### src/hdl/piso_pkg.sv
// Package with widths, reset values and state carriers of the latched shift register
package piso_pkg;
    localparam int DATA_WIDTH = 8;
    localparam logic [DATA_WIDTH-1:0] STORAGE_RESET = 8'h00;
    localparam logic [DATA_WIDTH-1:0] SHIFT_RESET = 8'h00;
    localparam logic [DATA_WIDTH-1:0] SHIFT_CLEARED = 8'h00;
    localparam int FIRST_STAGE = 0;
    localparam int LAST_STAGE = DATA_WIDTH - 1;
    localparam logic EDGE_PREV_RESET = 1'b1;

    typedef struct packed {
        logic [DATA_WIDTH-1:0] storage;
        logic [DATA_WIDTH-1:0] shift;
    } pisoState_t;

    typedef struct packed {
        logic prev;
    } edgeState_t;
endpackage

### src/hdl/latched_piso_shift_register.sv
// Storage latch feeding a parallel-in serial-out shift register
`timescale 1ns/10ps
module latched_piso_shift_register
    import piso_pkg::*;
#(
    parameter bit BIDIRECTIONAL = 1'b1
)
(
    input wire logic clk,
    input wire logic reset_n,
    input wire logic storageClock,
    input wire logic shiftClock,
    input wire logic shiftClockGate,
    input wire logic loadFromLatch_n,
    input wire logic shiftClear_n,
    input wire logic serialInputA,
    input wire logic serialInputB,
    input wire logic serialSourceSelect,
    input wire logic parallelDriveEnable_n,
    input wire logic [DATA_WIDTH-1:0] parallelPinIn,
    output logic [DATA_WIDTH-1:0] parallelPinOut,
    output logic parallelPinOe_n,
    output logic serialOut
);
    // Elaboration check on the width
    if (DATA_WIDTH < 2) begin : gWidthCheck
        $error("Shift register needs at least two stages");
    end

    pisoState_t stateQ;
    pisoState_t stateD;
    logic storageRise;
    logic shiftRise;
    logic shiftStep;
    logic serialIn;
    logic [DATA_WIDTH-1:0] shiftNext;

    // Shift edges count only while clear and load are both idle
    function automatic logic shiftIdle(input logic clearLevel_n, input logic loadLevel_n);
        return clearLevel_n & loadLevel_n;
    endfunction

    // Clock edge detection, one per register
    rise_detect uStorageEdge (
        .clk(clk),
        .reset_n(reset_n),
        .level(storageClock),
        .rise(storageRise)
    );

    rise_detect uShiftEdge (
        .clk(clk),
        .reset_n(reset_n),
        .level(shiftClock),
        .rise(shiftRise)
    );

    // Serial source choice
    always_comb begin
        if (BIDIRECTIONAL && serialSourceSelect) begin
            serialIn = serialInputB;
        end else begin
            serialIn = serialInputA;
        end
    end

    // Shift clock qualified by its gate
    assign shiftStep = shiftRise & ~shiftClockGate;

    // Next value of each stage for a taken shift edge
    for (genvar stage = FIRST_STAGE; stage <= LAST_STAGE; stage++) begin : gStage
        if (stage == FIRST_STAGE) begin : gEntry
            assign shiftNext[stage] = serialIn;
        end else begin : gMove
            assign shiftNext[stage] = stateQ.shift[stage-1];
        end
    end

    always_comb begin
        stateD = stateQ;
        if (storageRise) begin
            // Pins carry the resolved wire, which is the input when not driven
            stateD.storage = parallelPinIn;
        end
        if (!shiftClear_n) begin
            stateD.shift = SHIFT_CLEARED;
        end else if (!loadFromLatch_n) begin
            stateD.shift = stateQ.storage;
        end else if (shiftStep) begin
            stateD.shift = shiftNext;
        end
    end

    always_ff @(posedge clk) begin
        if (!reset_n) begin
            stateQ.storage <= STORAGE_RESET;
            stateQ.shift <= SHIFT_RESET;
        end else begin
            stateQ <= stateD;
        end
    end

    // Outputs
    assign serialOut = stateQ.shift[LAST_STAGE];
    assign parallelPinOut = stateQ.shift;
    assign parallelPinOe_n = BIDIRECTIONAL ? parallelDriveEnable_n : 1'b1;
endmodule // latched_piso_shift_register

### src/hdl/rise_detect.sv
// Rising edge detector for a level sampled on clk
`timescale 1ns/10ps
module rise_detect
    import piso_pkg::*;
(
    input wire logic clk,
    input wire logic reset_n,
    input wire logic level,
    output logic rise
);
    edgeState_t stateQ;
    edgeState_t stateD;

    always_comb begin
        stateD = stateQ;
        stateD.prev = level;
    end

    always_ff @(posedge clk) begin
        if (!reset_n) begin
            stateQ.prev <= EDGE_PREV_RESET;
        end else begin
            stateQ <= stateD;
        end
    end

    // Pulse in the cycle where the level is first seen high
    assign rise = level & ~stateQ.prev;
endmodule // rise_detect

### config.mk
export PLATFORM = sky130hd
export DESIGN_NAME = latched_piso_shift_register
export DESIGN_NICKNAME = d
export VERILOG_FILES = /design/src/hdl/piso_pkg.sv /design/src/hdl/latched_piso_shift_register.sv /design/src/hdl/rise_detect.sv
export SDC_FILE = /design/constraint.sdc
export NUM_CORES = 1
export LEC_CHECK = 0
export BUFFER_PORTS_ARGS = -buffer_cell sky130_fd_sc_hd__buf_2
export CORE_MARGIN = 2
export CORE_UTILIZATION = 47
export DETAILED_ROUTE_END_ITERATION = 10
export PLACE_DENSITY = 0.85
export SYNTH_ARGS = -nofsm -noshare
export SYNTH_HDL_FRONTEND = slang
export SYNTH_HIERARCHICAL = 1
export SYNTH_SLANG_ARGS = --single-unit
### constraint.sdc
create_clock -name clk -period 1.6 [get_ports clk]
set_input_delay 0.08 -clock clk [delete_from_list [all_inputs] [get_ports clk]]
set_output_delay 0.08 -clock clk [all_outputs]
set_load 0.02 [all_outputs]
==> summary.md, run 1 <==
| Metric | Value |
|---|---|
| H-tree Lvls | 1 |
| Nets | between 100 and 150 |
| Die Y | 46.0 um |
| Slowest cell on the critical path | or3_1 |
| Met2 GRT Util | 23.3% |
| Gpl congestion | 0.766 |
| Routed len/inst | approximately 12 um |
| P_leak | 0.000433 uW |
| Top delay family on crit path | simple AND/OR/NAND/NOR gates |
| CP startpoint kind | register |
| Status | complete, no violations |
| I/O Buffers | 26 |
| Final setup TNS | 0 ns |
| CTS Hold Bufs | 0 |
| DR iter-0 viols | 0 |
| Maximum clock frequency | 889 MHz |
| Post-synthesis sequential area ratio | between 40% and 50% |
| Final Hold Fails | 0 |
| Dpl hpwl | 1.09 mm |
| Final period utilization | 70.3% |
| Ports | 29 |
| Initial Util | 49.0% |
| Max VDD drop | around 0.00046 V |
| CTS root buf | clkbuf_4 |
| Via count | ~560 |
| Synth Area per Inst | 10.4 um^2 |
| Clock Path Buffers | 2 |
| Largest stage delay, worst path | 0.36 ns |
| Gr busiest metal | met2 |
| Synthesized Nets | 99 |
| Placed instance area | 886 um^2 |
| All-Layer GR Usage | 13.7% |
| Slew @ Worst Pin | 0.309 ns |
| Routed Antenna Nets | 0 |
| Fin crit period | 1.12 ns |
| Relative slew slack | about 79% |
| Max Slew Vio Count | 0 |
| CP bufs+invs | 0 |
| Initial antenna violation count | 0 |
| Yosys top cell by area | dfxtp_1 |
| Die W | 46.0 um |
| Drt drc | 0 |
| Clk_lat worst skew | 0.29 ns |
| Setup crit end kind | register |
| #FFs+latches synth | 18 |
| Post-route design area | 908 um^2 |
| TritonRoute pass-1 iters | 1 |
| Post-CTS sizing | 0 |
| Synthesized cell area | 828 um^2 |
| Met3 Resource Use GR | 1.19% |
| Area Overhead vs Synth | 9.67% |
| Top cells by area, synth | dfxtp_1 (44%), mux2i_1 (19%), buf_4 (8.2%) |
| Syn Inst Count | 80 |
| Netlist cell types | 16 |
| Critical path type | register to register |
| Drt via density | 4.99 |
| Setup-failing EPs final | 0 |
| Fin util | between 50% and 60% |
| Final WL | approximately 1.4 mm |
| Antenna Cells | 0 |
| Multi-input gate area | 370 um^2 |
| TritonCTS clock tree | yes |
| Fraction of layout cells with a size suffix above 1 | 33.3% |
| # rows | 15 |
| Tot Pwr | 789 uW |
| CP Cell Sequence | nor2b_4 -> nand2b_4 -> or3_1 -> a21oi_1 |
| CTS Buf Count | 3 |
| First-pass GRT wire length | 2.09 mm |
| Reg area | 360 um^2 |
| Fillers | 160 |
| HP Class | input port to register |
| Clock skew | 0.00906 ns |
| Setup Fix Bufs, Post-CTS | 0 |
| Synthesis Warnings | 6 |
| Crit path DAT | 1.35 ns |
| CP Max Fanout | 9 |
| Largest net degree at the start of global routing | 18 |
| Clock Sinks | 18 |
| Area share of the largest cell type after synthesis | 43.5% |
| Max-Cap Viols | 0 |
| RSZ-0062 raised after global routing | no |
| Total gr overflow | 0 |
| Vias in the first global route | 508 |
| Worst-path clk slew | 0.10 ns |
| M1 GR Usage | 17.8% |
| Die Area | 2110 um^2 |
| Power per cell area | 868 nW/um^2 |
| Req. time, crit path | between 1.5 and 2 ns |
| Core area | 1690 um^2 |
## kinds of logic after synthesis
logic type	synth area share, %
and+or+nand+nor	17.7
muxes	19.3
buffers and inverters	11.8
DFF	43.5
AOI/OAI and AO/OA	7.70
## final cells by class
| type | count | area share [%] |
|---|---|---|
| Sequential cell | 18 | 39.7 |
| Inverter | 1 | 0.413 |
| Tap cell | 17 | 2.34 |
| Multi-Input combinational cell | 48 | 40.8 |
| Clock buffer | 3 | 2.48 |
| Timing Repair Buffer | 26 | 14.3 |
## Yosys cell counts
library cell	count
buf_2	3
nor2b_4	2
nor2b_1	9
buf_4	9
nand2b_1	2
mux2i_1	16
dfxtp_1	18
nand2_1	1
a211oi_1	7
nor2_1	7
inv_1	1
buf_6	1
nand2b_4	1
or3_1	1
a21oi_1	1
a31oi_1	1
## through the flow
step / hold WS, ns / instances / worst slack [ns]
final: 0.00878 / 113 / 0.475
after global routing: 0.0104 / 113 / 0.399
after CTS: 0.00568 / 113 / 0.468
after detailed placement: 0.160 / 110 / 0.490
after global placement: 0.160 / 110 / 0.531
after floorplan: 0.153 / 80 / 0.485
## cell usage in the layout (no fill, tap or decap)
cell type | synthesis | layout
nand2_1 | 1 | 1
buf_2 | 3 | 26
nor2b_1 | 9 | 9
nor2_1 | 7 | 7
nand2b_4 | 1 | 1
a211oi_1 | 7 | 7
nand2b_1 | 2 | 2
a21oi_1 | 1 | 1
dfxtp_1 | 18 | 18
mux2i_1 | 16 | 16
a31oi_1 | 1 | 1
clkbuf_4 | 0 | 3
inv_1 | 1 | 1
nor2b_4 | 2 | 2
or3_1 | 1 | 1
## registers in the layout, indices dropped and copies added, names as in the netlist
name / flops
uStorageEdge/stateQ: 1
parallelPinOut: 8
uShiftEdge/stateQ: 1
stateQ: 8
## worst reg2reg max path: cells and delay by family, from the launching register on
kind	cells	cell delay [ns]
AND/OR/NAND/NOR	3	0.61
flip-flops	1	0.34
AO/OA/AOI/OAI	1	0.12
## final timing paths
path | start | end | depth (start not counted) | slack (ns)
max | uShiftEdge/stateQ | parallelPinOut[0] | 4 | 0.48
min | shiftClock | uShiftEdge/stateQ | 2 | 0.009
max reg2reg | uShiftEdge/stateQ | parallelPinOut[0] | 4 | 0.48
min reg2reg | stateQ[10] | parallelPinOut[2] | 2 | 0.51
## where the power goes
group	internal (uW)	total, uW	switching [uW]
Sequential	464	474	10.1
Clock	87.4	220	132
Combinational	47.2	95.3	48.0
Total	599	789	190
## layer usage
metal / up-vias / wire (um)
met1: 257 / 658
met4: 0 / 0
met3: 0 / 49
met2: 13 / 667
li1: 294 / -
met5: - / 0
No activity file was read; power rests on OpenSTA's default activity.
==> inputs of run 2 (changes only) <==
--- a/config.mk
+++ b/config.mk
@@ -5,6 +5,7 @@
 export SDC_FILE = /design/constraint.sdc
 export NUM_CORES = 1
 export LEC_CHECK = 0
+export ABC_AREA = 1
 export BUFFER_PORTS_ARGS = -buffer_cell sky130_fd_sc_hd__buf_2
 export CORE_MARGIN = 2
 export CORE_UTILIZATION = 47
==> constraint.sdc (replaced) <==
create_clock -name clk -period 1.2 [get_ports clk]
set_input_delay 0.06 -clock clk [delete_from_list [all_inputs] [get_ports clk]]
set_output_delay 0.06 -clock clk [all_outputs]
set_load 0.02 [all_outputs]
==> summary.md, run 2 <==
| Metric | Value |
|---|---|
| Status | complete, no violations |
| Synthesized cell area | 827 um^2 (-0.15%) |
| Vias in the first global route | 673 (+32%) |
| Setup crit end kind | register |
| Async S/R FF share, synth | 0% (unchanged) |
| Yosys top cell by area | dfxtp_1 |
| Max Slew Vio Count | 0 (unchanged) |
| Relative slew slack | 85.5% (+6.2 points) |
| Clk_lat worst skew | 0.28 ns (about the same) |
| Post-synth top cells | nand2_1 (32), dfxtp_1 (18), nor2_1 (16), a21oi_1 (10), inv_1 (10) |
| Most common cell after layout, fill and taps aside | nand2_1 |
| Synthesis Warnings | 6 (unchanged) |
| Setup ws final | 0.138 ns (-0.337 ns) |
| Req. time, crit path | 1.38 ns (-0.45 ns) |
| #FFs+latches synth | 18 (unchanged) |
| Final Hold Fails | 0 (unchanged) |
| Nets | 159 (+36%) |
| # rows | 15 (unchanged) |
| Die Area | 2110 um^2 (-0.13%) |
| Area share of the largest cell type after synthesis | 43.6% (+0.066 points) |
| Top_reg_cell synth | dfxtp_1 |
| Gpl congestion | 0.744 (-2.9%) |
| Routed Antenna Nets | 0 (unchanged) |
| Largest net degree at the start of global routing | 12 (-6) |
| Netlist cell types | 15 (-1) |
| TritonCTS clock tree | yes |
| Initial Util | 49.0% (-0.074 points) |
| CTS root buf | clkbuf_4 |
| Die W | 46.0 um (about the same) |
| Max-Cap Viols | 0 (unchanged) |
| Setup-failing EPs final | 0 (unchanged) |
| Area Overhead vs Synth | 18.9% |
| CP Max Fanout | 11 (+2) |
| DR iter-0 viols | 6 (+6) |
| Synth Area per Inst | 7.19 um^2 (-31%) |
| CP startpoint kind | input port |
| Drt drc | 0 (unchanged) |
| Clock Sinks | 18 (unchanged) |
| Syn Inst Count | 115 (+44%) |
| Final setup TNS | 0 ns (unchanged) |
| Core area | 1690 um^2 (unchanged) |
| Antenna Cells | 0 (unchanged) |
| Slew @ Worst Pin | 0.217 ns (-0.0917 ns) |
| Final WL | 1.49 mm (+8.3%) |
| RSZ-0062 raised after global routing | no |
| Die Y | 46.0 um (about the same) |
| Via count | 739 (+31%) |
| Ports | 29 (unchanged) |
| TritonRoute pass-1 iters | 4 (+3) |
| Clock Path Buffers | 2 (unchanged) |
| CTS Buf Count | 3 (unchanged) |
| Commonest non-fill, non-tap cells in the layout | nand2_1 (31), buf_2 (26), dfxtp_1 (18), nor2_1 (16), a21oi_1 (10) |
| HP Class | input port to register |
| Synthesized Nets | 134 (+35%) |
| All-Layer GR Usage | 16.4% (+2.7 points) |
| Top cells by area, synth | dfxtp_1 (44%), nand2_1 (15%), buf_4 (8.2%) |
| Most common cell in the netlist | nand2_1 |
| Pre-CTS WS | 0.176 ns (-0.314 ns) |
| Tot Pwr | 1130 uW (+43%) |
| Total gr overflow | 0 (unchanged) |
| First-pass GRT wire length | 2.59 mm (+24%) |
| Dpl hpwl | 1.17 mm (+7.3%) |
| Max VDD drop | 0.000710 V (+54%) |
| Routed len/inst | 9.54 um (-22%) |
| Fin crit period | 1.06 ns |
| Final period utilization | 88.5% |
| H-tree Lvls | 1 (unchanged) |
| Post-synthesis sequential area ratio | 43.6% (+0.066 points) |
| Worst-path clk slew | 0.10 ns (about the same) |
| Setup Fix Bufs, Post-CTS | 0 (unchanged) |
| Initial antenna violation count | 0 (unchanged) |
| Fraction of layout cells with a size suffix above 1 | 28.8% (-4.6 points) |
| Critical path type | input port to register |
| P_leak | 0.000496 uW (+15%) |
| I/O Buffers | 26 (unchanged) |
| Power per cell area | 1140 nW/um^2 (+32%) |
| Post-synth EDFFs | 0 (unchanged) |
| Clock skew | 0.00175 ns (-0.00731 ns) |
| Maximum clock frequency | 942 MHz |
| Crit path DAT | 1.24 ns (-0.11 ns) |
| Drt via density | 4.74 (-5.1%) |
[run 2: per-stage QoR]
step           utilization, %  area (um^2)  hold slack (ns)  instances
3_5_place_dp             53.0          895            0.120        147
6_report                 58.2          983          0.00591        156
4_1_cts                  57.5          971        0.0000101        155
2_1_floorplan               -          827            0.129        115
5_1_grt                  58.2          983          0.00215        156
3_3_place_gp             53.0          895            0.120        147
[run 2: cell type report]
| type | instances | area, um^2 |
|---|---|---|
| Clock buffer | 4 | 36.3 |
| Fill cell | 177 | 706 |
| Inverter | 12 | 50.0 |
| Multi-Input combinational cell | 74 | 335 |
| Sequential cell | 18 | 360 |
| Tap cell | 17 | 21.3 |
| Timing Repair Buffer | 31 | 180 |
[run 2: cells by family after synthesis]
kind of cell	share of synthesized area [%]
and+or+nand+nor	26.0
DFF	43.6
AOI/OAI and AO/OA	14.2
buffers and inverters	16.2
[run 2: power by group]
part	total (uW)	internal, uW	switching (uW)
Combinational	135	58.4	76.9
Clock	360	185	176
Sequential	630	619	10.5
[run 2: per-layer routing]
layer  wire [um]  vias to the layer above  GRT usage, %
li1            -                      396             -
met1         707                      322          20.6
met2         697                       19          27.5
met3          77                        2          2.78
met4           6                        0          6.86
met5           0                        -             0
[run 2: repair_timing]
| item | in CTS | in global routing |
|---|---|---|
| hold buffers | 4 | 1 |
| gates resized for setup | 0 | 2 |
| endpoints found under the setup margin | 0 | 3 |
| hold endpoints to repair | 4 | 1 |
[run 2: path summary, 6_finish.rpt]
| check | slack [ns] | cells after the start | to | start |
|---|---|---|---|---|
| worst max-delay path | 0.14 | 7 | stateQ[15] | storageClock |
| worst min-delay path | 0.006 | 3 | stateQ[13] | parallelPinIn[5] |
| worst max register to register | 0.23 | 4 | stateQ[15] | uStorageEdge/stateQ |
| worst min register to register | 0.48 | 2 | parallelPinOut[3] | parallelPinOut[3] |
[run 2: worst max-delay path, cell delays in order]
cell and delay (ns):
dlygate4sd3_1 0.52, buf_2 0.10, inv_1 0.05, nor2_2 0.16
inv_2 0.12, o21ai_0 0.18, a21oi_1 0.05
